## src/include/acc_pkg.sv

```systemverilog
// constants for the analog comparator control block
// assumes a 32-bit AHB-Lite slave port, one word per register
package acc_pkg;
    // register indices and byte addresses (index times four)
    localparam logic [7:0] IDX_CTRL = 8'h00;
    localparam logic [7:0] IDX_MUX = 8'h02;
    localparam logic [7:0] IDX_IE = 8'h06;
    localparam logic [7:0] IDX_STAT = 8'h07;
    localparam logic [7:0] ADDR_CTRL = {IDX_CTRL[5:0], 2'b00};
    localparam logic [7:0] ADDR_MUX = {IDX_MUX[5:0], 2'b00};
    localparam logic [7:0] ADDR_IE = {IDX_IE[5:0], 2'b00};
    localparam logic [7:0] ADDR_STAT = {IDX_STAT[5:0], 2'b00};
    // reset values
    localparam logic [7:0] RST_CTRL = 8'h00;
    localparam logic [1:0] RST_NEG = 2'h0;
    localparam logic RST_INV = 1'b0;
    localparam logic RST_IE = 1'b0;
    localparam logic RST_FLAG = 1'b0;
    localparam logic RST_STATE = 1'b0;
    // comparator_control fields
    localparam int CTRL_RUNSTBY_BIT = 7;
    localparam int CTRL_PINOE_BIT = 6;
    localparam int CTRL_MODE_LSB = 4;
    localparam int CTRL_LP_BIT = 3;
    localparam int CTRL_HYS_LSB = 1;
    localparam int CTRL_EN_BIT = 0;
    // input_select fields
    localparam int MUX_INV_BIT = 7;
    localparam int MUX_NEG_LSB = 0;
    // interrupt_enable and comparator_status fields
    localparam int IE_BIT = 0;
    localparam int STAT_STATE_BIT = 4;
    localparam int STAT_FLAG_BIT = 0;
    // edge_mode encodings
    localparam logic [1:0] MODE_ANY = 2'h0;
    localparam logic [1:0] MODE_RSVD = 2'h1;
    localparam logic [1:0] MODE_FALL = 2'h2;
    localparam logic [1:0] MODE_RISE = 2'h3;
    // negative_input_select encodings
    localparam logic [1:0] NEG_PIN = 2'h0;
    localparam logic [1:0] NEG_RSVD = 2'h1;
    localparam logic [1:0] NEG_VREF = 2'h2;
    localparam logic [1:0] NEG_DAC = 2'h3;
    localparam logic POS_PIN = 1'b0;
    // sleep mode codes from the power controller
    localparam logic [1:0] SLP_ACTIVE = 2'h0;
    localparam logic [1:0] SLP_IDLE = 2'h1;
    localparam logic [1:0] SLP_STBY = 2'h2;
    localparam logic [1:0] SLP_PDOWN = 2'h3;
    // AHB transfer type bit that marks NONSEQ or SEQ
    localparam int HTRANS_ACT_BIT = 1;
    typedef enum logic [1:0] {
        ACC_BUS_IDLE = 2'b00,
        ACC_BUS_WR = 2'b01,
        ACC_BUS_RDW = 2'b10,
        ACC_BUS_RDD = 2'b11
    } acc_bus_e;
endpackage : acc_pkg

```

## src/design/acc_sync.sv

```systemverilog
// two-flop synchroniser for the asynchronous comparator result
// assumes a single peripheral clock and async active-high reset
`timescale 1ns/1ps
module acc_sync (
    input wire logic clk_in, // peripheral clock
    input wire logic rst_in, // async reset, active high
    input wire logic d_in, // asynchronous level
    output logic q_out // synchronised level
);
    logic meta_q;
    logic sync_q;

    always_ff @(posedge clk_in or posedge rst_in) begin
        if (rst_in) begin
            meta_q <= 1'b0;
            sync_q <= 1'b0;
        end else begin
            meta_q <= d_in;
            sync_q <= meta_q;
        end
    end

    assign q_out = sync_q;
endmodule : acc_sync

```

## src/design/acc_edge.sv

```systemverilog
// edge detector for the comparator level with selectable edge
// assumes a synchronised input level on the same clock
`timescale 1ns/1ps
module acc_edge (
    input wire logic clk_in, // peripheral clock
    input wire logic rst_in, // async reset, active high
    input wire logic lvl_in, // synchronised comparator level
    input wire logic en_in, // detection allowed this cycle
    input wire logic [1:0] mode_in, // edge_mode field
    output logic hit_out // matching edge seen
);
    logic prev_q;
    logic rise;
    logic fall;

    always_ff @(posedge clk_in or posedge rst_in) begin
        if (rst_in) begin
            prev_q <= 1'b0;
        end else begin
            prev_q <= lvl_in;
        end
    end

    assign rise = lvl_in & ~prev_q;
    assign fall = ~lvl_in & prev_q;

    always_comb begin
        case (mode_in)
            acc_pkg::MODE_ANY: hit_out = en_in & (rise | fall);
            acc_pkg::MODE_FALL: hit_out = en_in & fall;
            acc_pkg::MODE_RISE: hit_out = en_in & rise;
            default: hit_out = 1'b0;
        endcase
    end

    a_rsvd_no_edge: assert property (@(posedge clk_in)
        disable iff (rst_in) (mode_in == acc_pkg::MODE_RSVD) |-> !hit_out)
        else $error("edge reported in reserved mode");
endmodule : acc_edge

```

## src/design/acc_top.sv

```systemverilog
// analog comparator control: registers, sleep gating, edge flag
// assumes AHB-Lite master, analog core result as async level
`timescale 1ns/1ps
module acc_top (
    input wire logic CLK_IN, // peripheral clock
    input wire logic SYS_RST_IN, // async reset, active high
    input wire logic HSEL_IN, // AHB slave select
    input wire logic [31:0] HADDR_IN, // AHB address
    input wire logic [1:0] HTRANS_IN, // AHB transfer type
    input wire logic HWRITE_IN, // AHB write
    input wire logic [2:0] HSIZE_IN, // AHB size, word only
    input wire logic [31:0] HWDATA_IN, // AHB write data
    input wire logic HREADY_IN, // AHB bus ready
    output logic [31:0] HRDATA_OUT, // AHB read data
    output logic HREADYOUT_OUT, // AHB slave ready
    output logic HRESP_OUT, // AHB response, always OKAY
    input wire logic CORE_RES_IN, // analog core result, async
    input wire logic [1:0] SLEEP_MODE_IN, // sleep state
    input wire logic CLK_KEEP_IN, // clock kept by another module
    output logic CORE_EN_OUT, // analog core enable
    output logic [1:0] HYST_SEL_OUT, // hysteresis select
    output logic LOW_POWER_OUT, // core reduced current
    output logic POS_SEL_OUT, // positive input select
    output logic [1:0] NEG_SEL_OUT, // negative input select
    output logic EVENT_OUT, // comparator event level
    output logic PIN_OUT, // output pin level
    output logic PIN_OE_OUT, // output pin drive enable
    output logic IRQ_OUT // interrupt request
);
    acc_pkg::acc_bus_e bus_q;
    acc_pkg::acc_bus_e bus_d;
    logic [7:0] addr_q;
    logic hready_q;
    logic hresp_q;
    logic [31:0] hrdata_q;
    logic [7:0] rd_byte;
    logic [7:0] ctrl_q;
    logic invert_q;
    logic [1:0] neg_sel_q;
    logic ie_q;
    logic flag_q;
    logic flag_d;
    logic state_q;
    logic irq_q;
    logic core_en_q;
    logic [1:0] hyst_q;
    logic lp_q;
    logic pos_q;
    logic [1:0] neg_q;
    logic event_q;
    logic pin_q;
    logic pin_oe_q;
    logic res_sync;
    logic res_lvl;
    logic hit;
    logic addr_ph;
    logic wr_en;
    logic flag_clr;
    logic enable;
    logic out_en;
    logic run_stby;
    logic run;
    logic stat_upd;

    // register bus
    assign addr_ph = HSEL_IN & HTRANS_IN[acc_pkg::HTRANS_ACT_BIT] & HREADY_IN;
    assign wr_en = (bus_q == acc_pkg::ACC_BUS_WR) & HREADY_IN;

    always_comb begin
        case (bus_q)
            acc_pkg::ACC_BUS_RDW: begin
                bus_d = acc_pkg::ACC_BUS_RDD;
            end
            default: begin
                if (addr_ph && HWRITE_IN) begin
                    bus_d = acc_pkg::ACC_BUS_WR;
                end else if (addr_ph) begin
                    bus_d = acc_pkg::ACC_BUS_RDW;
                end else begin
                    bus_d = acc_pkg::ACC_BUS_IDLE;
                end
            end
        endcase
    end

    always_ff @(posedge CLK_IN or posedge SYS_RST_IN) begin
        if (SYS_RST_IN) begin
            bus_q <= acc_pkg::ACC_BUS_IDLE;
            hready_q <= 1'b1;
            hresp_q <= 1'b0;
            addr_q <= 8'h00;
        end else begin
            bus_q <= bus_d;
            // one wait state on reads keeps read data registered
            hready_q <= (bus_d != acc_pkg::ACC_BUS_RDW);
            hresp_q <= 1'b0;
            if (addr_ph) begin
                addr_q <= HADDR_IN[7:0];
            end
        end
    end

    always_comb begin
        rd_byte = 8'h00;
        case (addr_q)
            acc_pkg::ADDR_CTRL: begin
                rd_byte = ctrl_q;
            end
            acc_pkg::ADDR_MUX: begin
                rd_byte[acc_pkg::MUX_INV_BIT] = invert_q;
                rd_byte[acc_pkg::MUX_NEG_LSB +: 2] = neg_sel_q;
            end
            acc_pkg::ADDR_IE: begin
                rd_byte[acc_pkg::IE_BIT] = ie_q;
            end
            acc_pkg::ADDR_STAT: begin
                rd_byte[acc_pkg::STAT_STATE_BIT] = state_q;
                rd_byte[acc_pkg::STAT_FLAG_BIT] = flag_q;
            end
            default: begin
                rd_byte = 8'h00;
            end
        endcase
    end

    always_ff @(posedge CLK_IN or posedge SYS_RST_IN) begin
        if (SYS_RST_IN) begin
            hrdata_q <= 32'h00000000;
        end else if (bus_q == acc_pkg::ACC_BUS_RDW) begin
            hrdata_q <= {24'h000000, rd_byte};
        end
    end

    // software registers, all on the peripheral clock
    always_ff @(posedge CLK_IN or posedge SYS_RST_IN) begin
        if (SYS_RST_IN) begin
            ctrl_q <= acc_pkg::RST_CTRL;
            invert_q <= acc_pkg::RST_INV;
            neg_sel_q <= acc_pkg::RST_NEG;
            ie_q <= acc_pkg::RST_IE;
        end else if (wr_en) begin
            if (addr_q == acc_pkg::ADDR_CTRL) begin
                ctrl_q <= HWDATA_IN[7:0];
            end
            if (addr_q == acc_pkg::ADDR_MUX) begin
                invert_q <= HWDATA_IN[acc_pkg::MUX_INV_BIT];
                neg_sel_q <= HWDATA_IN[acc_pkg::MUX_NEG_LSB +: 2];
            end
            if (addr_q == acc_pkg::ADDR_IE) begin
                ie_q <= HWDATA_IN[acc_pkg::IE_BIT];
            end
        end
    end

    // sleep and enable gating; debug halt has no path into here
    assign enable = ctrl_q[acc_pkg::CTRL_EN_BIT];
    assign out_en = ctrl_q[acc_pkg::CTRL_PINOE_BIT];
    assign run_stby = ctrl_q[acc_pkg::CTRL_RUNSTBY_BIT];
    assign run = enable & (SLEEP_MODE_IN != acc_pkg::SLP_PDOWN)
        & ~((SLEEP_MODE_IN == acc_pkg::SLP_STBY) & ~run_stby);
    assign stat_upd = run
        & ~((SLEEP_MODE_IN == acc_pkg::SLP_STBY) & ~CLK_KEEP_IN);

    // comparator result into the clock domain, then inverted when invert_q is set
    acc_sync u_sync (
        .clk_in(CLK_IN),
        .rst_in(SYS_RST_IN),
        .d_in(CORE_RES_IN),
        .q_out(res_sync)
    );
    assign res_lvl = res_sync ^ invert_q;

    acc_edge u_edge (
        .clk_in(CLK_IN),
        .rst_in(SYS_RST_IN),
        .lvl_in(res_lvl),
        .en_in(stat_upd),
        .mode_in(ctrl_q[acc_pkg::CTRL_MODE_LSB +: 2]),
        .hit_out(hit)
    );

    // interrupt flag: a new edge wins over a clearing write
    assign flag_clr = wr_en & (addr_q == acc_pkg::ADDR_STAT)
        & HWDATA_IN[acc_pkg::STAT_FLAG_BIT];
    assign flag_d = hit | (flag_q & ~flag_clr);

    always_ff @(posedge CLK_IN or posedge SYS_RST_IN) begin
        if (SYS_RST_IN) begin
            flag_q <= acc_pkg::RST_FLAG;
            irq_q <= 1'b0;
        end else begin
            flag_q <= flag_d;
            irq_q <= flag_q & ie_q;
        end
    end

    // state bit: two sync stages plus this register
    always_ff @(posedge CLK_IN or posedge SYS_RST_IN) begin
        if (SYS_RST_IN) begin
            state_q <= acc_pkg::RST_STATE;
        end else if (stat_upd) begin
            state_q <= res_lvl;
        end else if (!run) begin
            state_q <= 1'b0;
        end
    end

    // controls toward the analog core, event and pin
    always_ff @(posedge CLK_IN or posedge SYS_RST_IN) begin
        if (SYS_RST_IN) begin
            core_en_q <= 1'b0;
            hyst_q <= 2'h0;
            lp_q <= 1'b0;
            pos_q <= acc_pkg::POS_PIN;
            neg_q <= acc_pkg::RST_NEG;
            event_q <= 1'b0;
            pin_q <= 1'b0;
            pin_oe_q <= 1'b0;
        end else begin
            core_en_q <= run;
            hyst_q <= ctrl_q[acc_pkg::CTRL_HYS_LSB +: 2];
            lp_q <= ctrl_q[acc_pkg::CTRL_LP_BIT];
            pos_q <= acc_pkg::POS_PIN;
            neg_q <= neg_sel_q;
            event_q <= run & res_lvl;
            pin_q <= run & out_en & res_lvl;
            pin_oe_q <= run & out_en;
        end
    end

    assign HRDATA_OUT = hrdata_q;
    assign HREADYOUT_OUT = hready_q;
    assign HRESP_OUT = hresp_q;
    assign CORE_EN_OUT = core_en_q;
    assign HYST_SEL_OUT = hyst_q;
    assign LOW_POWER_OUT = lp_q;
    assign POS_SEL_OUT = pos_q;
    assign NEG_SEL_OUT = neg_q;
    assign EVENT_OUT = event_q;
    assign PIN_OUT = pin_q;
    assign PIN_OE_OUT = pin_oe_q;
    assign IRQ_OUT = irq_q;

    a_flag_on_edge: assert property (@(posedge CLK_IN)
        disable iff (SYS_RST_IN) hit |=> flag_q)
        else $error("edge did not set flag");

    a_flag_clear_one: assert property (@(posedge CLK_IN)
        disable iff (SYS_RST_IN) (flag_clr && !hit) |=> !flag_q)
        else $error("writing one did not clear flag");

    a_flag_hold: assert property (@(posedge CLK_IN)
        disable iff (SYS_RST_IN) (!flag_clr && !hit) |=> $stable(flag_q))
        else $error("flag changed without cause");

    a_irq_request: assert property (@(posedge CLK_IN)
        disable iff (SYS_RST_IN)
        ##1 (IRQ_OUT == ($past(flag_q) && $past(ie_q))))
        else $error("request does not follow flag and enable");

    a_irq_masked: assert property (@(posedge CLK_IN)
        disable iff (SYS_RST_IN) (!ie_q [*2]) |-> !IRQ_OUT)
        else $error("request while disabled");

    a_state_delay: assert property (@(posedge CLK_IN)
        disable iff (SYS_RST_IN)
        ($past(stat_upd) && $past(stat_upd, 3) && !$rose(SYS_RST_IN))
        |-> (state_q == ($past(CORE_RES_IN, 3) ^ $past(invert_q))))
        else $error("state bit not three cycles behind");

    a_pdown_off: assert property (@(posedge CLK_IN)
        disable iff (SYS_RST_IN) (SLEEP_MODE_IN == acc_pkg::SLP_PDOWN)
        |=> (!CORE_EN_OUT && !PIN_OE_OUT && !EVENT_OUT))
        else $error("active in power-down");

    a_stby_halt: assert property (@(posedge CLK_IN)
        disable iff (SYS_RST_IN)
        (SLEEP_MODE_IN == acc_pkg::SLP_STBY && !run_stby) |=> !CORE_EN_OUT)
        else $error("running in standby without permission");

    a_event_follow: assert property (@(posedge CLK_IN)
        disable iff (SYS_RST_IN)
        run |=> (EVENT_OUT == ($past(res_sync) ^ $past(invert_q))))
        else $error("event does not follow comparator");

    a_pin_drive: assert property (@(posedge CLK_IN)
        disable iff (SYS_RST_IN)
        (run && out_en) |=> (PIN_OE_OUT && (PIN_OUT == EVENT_OUT)))
        else $error("pin not driven with comparator level");

    a_hyst_fwd: assert property (@(posedge CLK_IN)
        disable iff (SYS_RST_IN)
        ##1 (HYST_SEL_OUT == $past(ctrl_q[acc_pkg::CTRL_HYS_LSB +: 2])))
        else $error("hysteresis not forwarded");

    a_read_wait: assert property (@(posedge CLK_IN)
        disable iff (SYS_RST_IN)
        (addr_ph && !HWRITE_IN) |=> !HREADYOUT_OUT ##1 HREADYOUT_OUT)
        else $error("read wait state wrong");
endmodule : acc_top

```

## config.mk

```make
export PLATFORM = sky130hd
export DESIGN_NAME = acc_top
export DESIGN_NICKNAME = d
export VERILOG_FILES = /design/src/include/acc_pkg.sv /design/src/design/acc_sync.sv /design/src/design/acc_edge.sv /design/src/design/acc_top.sv
export SDC_FILE = /design/constraint.sdc
export NUM_CORES = 1
export LEC_CHECK = 0
export BUFFER_PORTS_ARGS = -buffer_cell sky130_fd_sc_hd__buf_2
export CAP_MARGIN = 10
export CORE_MARGIN = 2
export CORE_UTILIZATION = 30
export DETAILED_ROUTE_END_ITERATION = 8
export MAX_ROUTING_LAYER = met4
export PLACE_DENSITY = 0.69
export SYNTH_ARGS = -nofsm -noshare
export SYNTH_HDL_FRONTEND = slang
export SYNTH_SLANG_ARGS = --single-unit
```

## constraint.sdc

```tcl
create_clock -name CLK_IN -period 1.9 [get_ports CLK_IN]
set_input_delay 0.095 -clock CLK_IN [delete_from_list [all_inputs] [get_ports CLK_IN]]
set_output_delay 0.095 -clock CLK_IN [all_outputs]
set_load 0.02 [all_outputs]
```

==> flow_metrics.env <==
export IMPL_layout_cells_non_filler=300
export IMPL_dp_cells=290
export IMPL_relSlewSlack_pct=64.5
export IMPL_cellLeakagePower_nw=1.31
export IMPL_avgSynthCellArea_um2=12.4
export IMPL_drt_iter0_drc=28
export IMPL_cp_top_family="simple AND/OR/NAND/NOR gates"
export IMPL_track_usage_pct=11.0
export IMPL_worstHoldStart="HWRITE_IN"
export IMPL_vias_per_cell=4.25
export IMPL_wl_per_cell_um=12.3
export IMPL_io_buffers=44
export IMPL_top_usage_layer="met2"
export IMPL_synthCells=164
export IMPL_htreeDepth=2
export IMPL_max_stage_delay_ns=0.39
export IMPL_placementRows=30
export IMPL_r2r_end="ctrl_q[5]$_DFFE_PP0P_"
export IMPL_worstHoldPathCells=2
export IMPL_hpwlAfterDp_um=2910
export IMPL_status="finished, final reports clean"
export IMPL_whs_ns=0.0197
export IMPL_grt_overflow_total=0
export IMPL_tns_ns=0
export IMPL_hold_viol_final=0
export IMPL_ys_types=38
export IMPL_critical_path_class="reg2reg"
export IMPL_worst_ep_arrival_time_ns=1.91
export IMPL_cts_inserted_buffers=5
export IMPL_antenna_found_initial=0
export IMPL_clkSinkCount=46
export IMPL_firstDrtPassIters=4
export IMPL_post_route_period_util_pct=90.7
export IMPL_r2r_cells=5
export IMPL_ys_warn_count=0
export IMPL_r2r_slack_ns=0.18
export IMPL_fin_crit_ns=1.72
export IMPL_cp_slowest_cell="dfrtp_1"
export IMPL_cp_buffers_inverters=1
export IMPL_timing_rr_start="addr_q[0]$_DFFE_PP0N_"
export IMPL_initial_core_util_pct=30.5
export IMPL_synthesis_area_um2=2040
export IMPL_hold_class="in2reg"
export IMPL_synth_seq_area_share_pct=56.5
export IMPL_gp_congestion=0.781
export IMPL_rsz0062_at_grt="no"
export IMPL_drt_total_wl_um=3700
export IMPL_grt_met2_usage_pct=17.1
export IMPL_clock_root_buffer="clkbuf_8"
export IMPL_post_cts_buffers=0
export IMPL_floorplan_die_width_um=86.5
export IMPL_grt_max_degree=25
export IMPL_grt_pass1_vias=1224
export IMPL_skew_ns=0.00338
export IMPL_worst_endpoint_required_ns=2.08
export IMPL_drive_gt1_share_pct=38.6
export IMPL_cp_max_fo=4
export IMPL_insertion_delay_ns=0.29
export IMPL_tightest_slew_ns=0.532
export IMPL_clk_transition_reported_paths_ns=0.08
export IMPL_stdcell_area_um2=2430
export IMPL_setup_viol=0
export IMPL_syn_to_final_growth_pct=19.3
export IMPL_met1_usage_pct=14.0
export IMPL_ios=123
export IMPL_min_to="bus_q[1]$_DFF_PP0_"
export IMPL_drv_cap=0
export IMPL_grt_util_met3_pct=3.43
export IMPL_drtAntennaViolNets=0
export IMPL_peakVddDrop_uv=302
export IMPL_num_antenna_cells=0
export IMPL_p_per_area_nw_per_um2=904
export IMPL_drc=0
export IMPL_via_count=1275
export IMPL_end_kind="flip-flop"
export IMPL_nets=299
export IMPL_ys_seq_elements=46
export IMPL_tritoncts="done"
export IMPL_dpl_cell_area_um2=2300
export IMPL_die_h_um=86.5
export IMPL_coreArea_um2=6680
export IMPL_crit_chain="nor3_2, nand3_2, or3_1, buf_4, mux2_4"
export IMPL_cp_start_kind="flip-flop"
export IMPL_fmax_mhz=580
export IMPL_cts_buffer_depth=2
export IMPL_maxSlewViolCount=0
export IMPL_grt_pass1_wl_um=6050
export IMPL_power_mw=2.20
export IMPL_dieArea_um2=7470
## per-stage QoR
| step | setup slack, ns | util [%] |
|---|---|---|
| floorplan | 0.340 | - |
| global placement | 0.188 | 34.5 |
| detailed placement | 0.168 | 34.5 |
| CTS | 0.153 | 36.4 |
| global route | 0.0545 | 36.4 |
| finish | 0.176 | 36.4 |
## Yosys cell counts
cell | count | area [µm²]
nor2_2 | 1 | 6.26
and3_1 | 2 | 12.5
a22oi_1 | 1 | 7.51
inv_1 | 10 | 37.5
a211oi_1 | 1 | 7.51
nor3b_1 | 1 | 7.51
mux2_2 | 13 | 146
o41ai_1 | 1 | 8.76
o31ai_1 | 2 | 15.0
nand2b_1 | 1 | 6.26
nor4_1 | 2 | 12.5
ha_1 | 2 | 25.0
buf_6 | 1 | 11.3
dfstp_2 | 1 | 26.3
buf_2 | 1 | 5.00
a21o_1 | 1 | 7.51
or3_1 | 2 | 12.5
and2_1 | 1 | 6.26
nor3_1 | 2 | 10.0
nand3_2 | 1 | 10.0
nor2b_1 | 2 | 12.5
dfrtp_1 | 45 | 1130
a31oi_1 | 1 | 6.26
o32ai_1 | 1 | 8.76
clkbuf_1 | 3 | 11.3
mux2_4 | 8 | 120
nor3_2 | 1 | 10.0
mux2i_1 | 2 | 20.0
buf_4 | 26 | 195
o22ai_1 | 1 | 6.26
a22o_1 | 5 | 43.8
nor2_1 | 6 | 22.5
o21ai_0 | 3 | 15.0
nand3_1 | 2 | 10.0
xor2_1 | 1 | 8.76
nand2_1 | 8 | 30.0
nand3b_1 | 1 | 7.51
conb_1 | 1 | 3.75
## power breakdown
group	switching, mW	total (mW)	internal, mW
logic	0.206	0.357	0.151
clock network	0.322	0.714	0.392
registers	0.0624	1.13	1.07
## layout by cell type, fill, tap and decap left out, types with 2 or more instances in the layout
master	instances
dfrtp_1	45
buf_2	44
conb_1	26
mux2_2	13
inv_1	9
mux2_4	8
nand2_1	8
buf_4	7
nor2_1	6
a22o_1	5
clkbuf_8	5
o21ai_0	3
or3_1	2
nand3_1	2
nor2b_1	2
nor3_1	2
nor4_1	2
and3_1	2
mux2i_1	2
o31ai_1	2
ha_1	2
dlygate4sd3_1	2
## flip-flops by register name (all words and copies together), names as in the netlist
name,flops
CORE_EN_OUT,1
u_sync.q_out,1
state_q,1
neg_sel_q,2
invert_q,1
HREADYOUT_OUT,1
u_sync.meta_q,1
bus_q,2
flag_q,1
HRDATA_OUT,8
HYST_SEL_OUT,2
u_edge.prev_q,1
NEG_SEL_OUT,2
ctrl_q,8
addr_q,8
PIN_OUT,1
LOW_POWER_OUT,1
ie_q,1
IRQ_OUT,1
PIN_OE_OUT,1
EVENT_OUT,1
## per-layer routing
| layer | part of all wire [%] | vias up |
|---|---|---|
| met3 | 4.8 | 6 |
| met2 | 49 | 38 |
| met4 | 1.4 | 0 |
| met5 | 0 | - |
| met1 | 45 | 615 |
| li1 | - | 616 |
## repair_timing
item / 4_1_cts / 5_1_grt
hold buffers: 2 / 0
hold endpoints to repair: 24 / 0
resized for setup: 0 / 0
## how the worst max path moves through the flow
stage / from / end / cells after the start
after floorplan: addr_q[0]$_DFFE_PP0N_ / ctrl_q[0]$_DFFE_PP0P_ / 5
after global placement: addr_q[0]$_DFFE_PP0N_ / ctrl_q[3]$_DFFE_PP0P_ / 5
after detailed placement: addr_q[0]$_DFFE_PP0N_ / ctrl_q[3]$_DFFE_PP0P_ / 5
after CTS: addr_q[0]$_DFFE_PP0N_ / ctrl_q[3]$_DFFE_PP0P_ / 5
after global routing: addr_q[0]$_DFFE_PP0N_ / ctrl_q[2]$_DFFE_PP0P_ / 5
final: addr_q[0]$_DFFE_PP0N_ / ctrl_q[5]$_DFFE_PP0P_ / 5
## logic make-up after synthesis
| logic type | Yosys count | share of synthesized area, % |
|---|---|---|
| flops | 46 | 56.5 |
| compound gates | 17 | 6.20 |
| buf+inv | 41 | 12.8 |
| other cells | 1 | 0.184 |
| simple gates | 33 | 8.65 |
| mux | 23 | 14.0 |
| fa+ha+maj | 2 | 1.23 |
| xor+xnor | 1 | 0.430 |
## area by class of cell
cell class | count | area, µm²
clock inverter | 2 | 37.5
sequential | 46 | 1150
clock buffer | 6 | 72.6
multi-input combinational | 102 | 721
tap | 80 | 100
timing repair buffer | 54 | 313
fill | 681 | 4250
inverter | 10 | 37.5
Note: power is estimated with default switching activity, not from simulation.
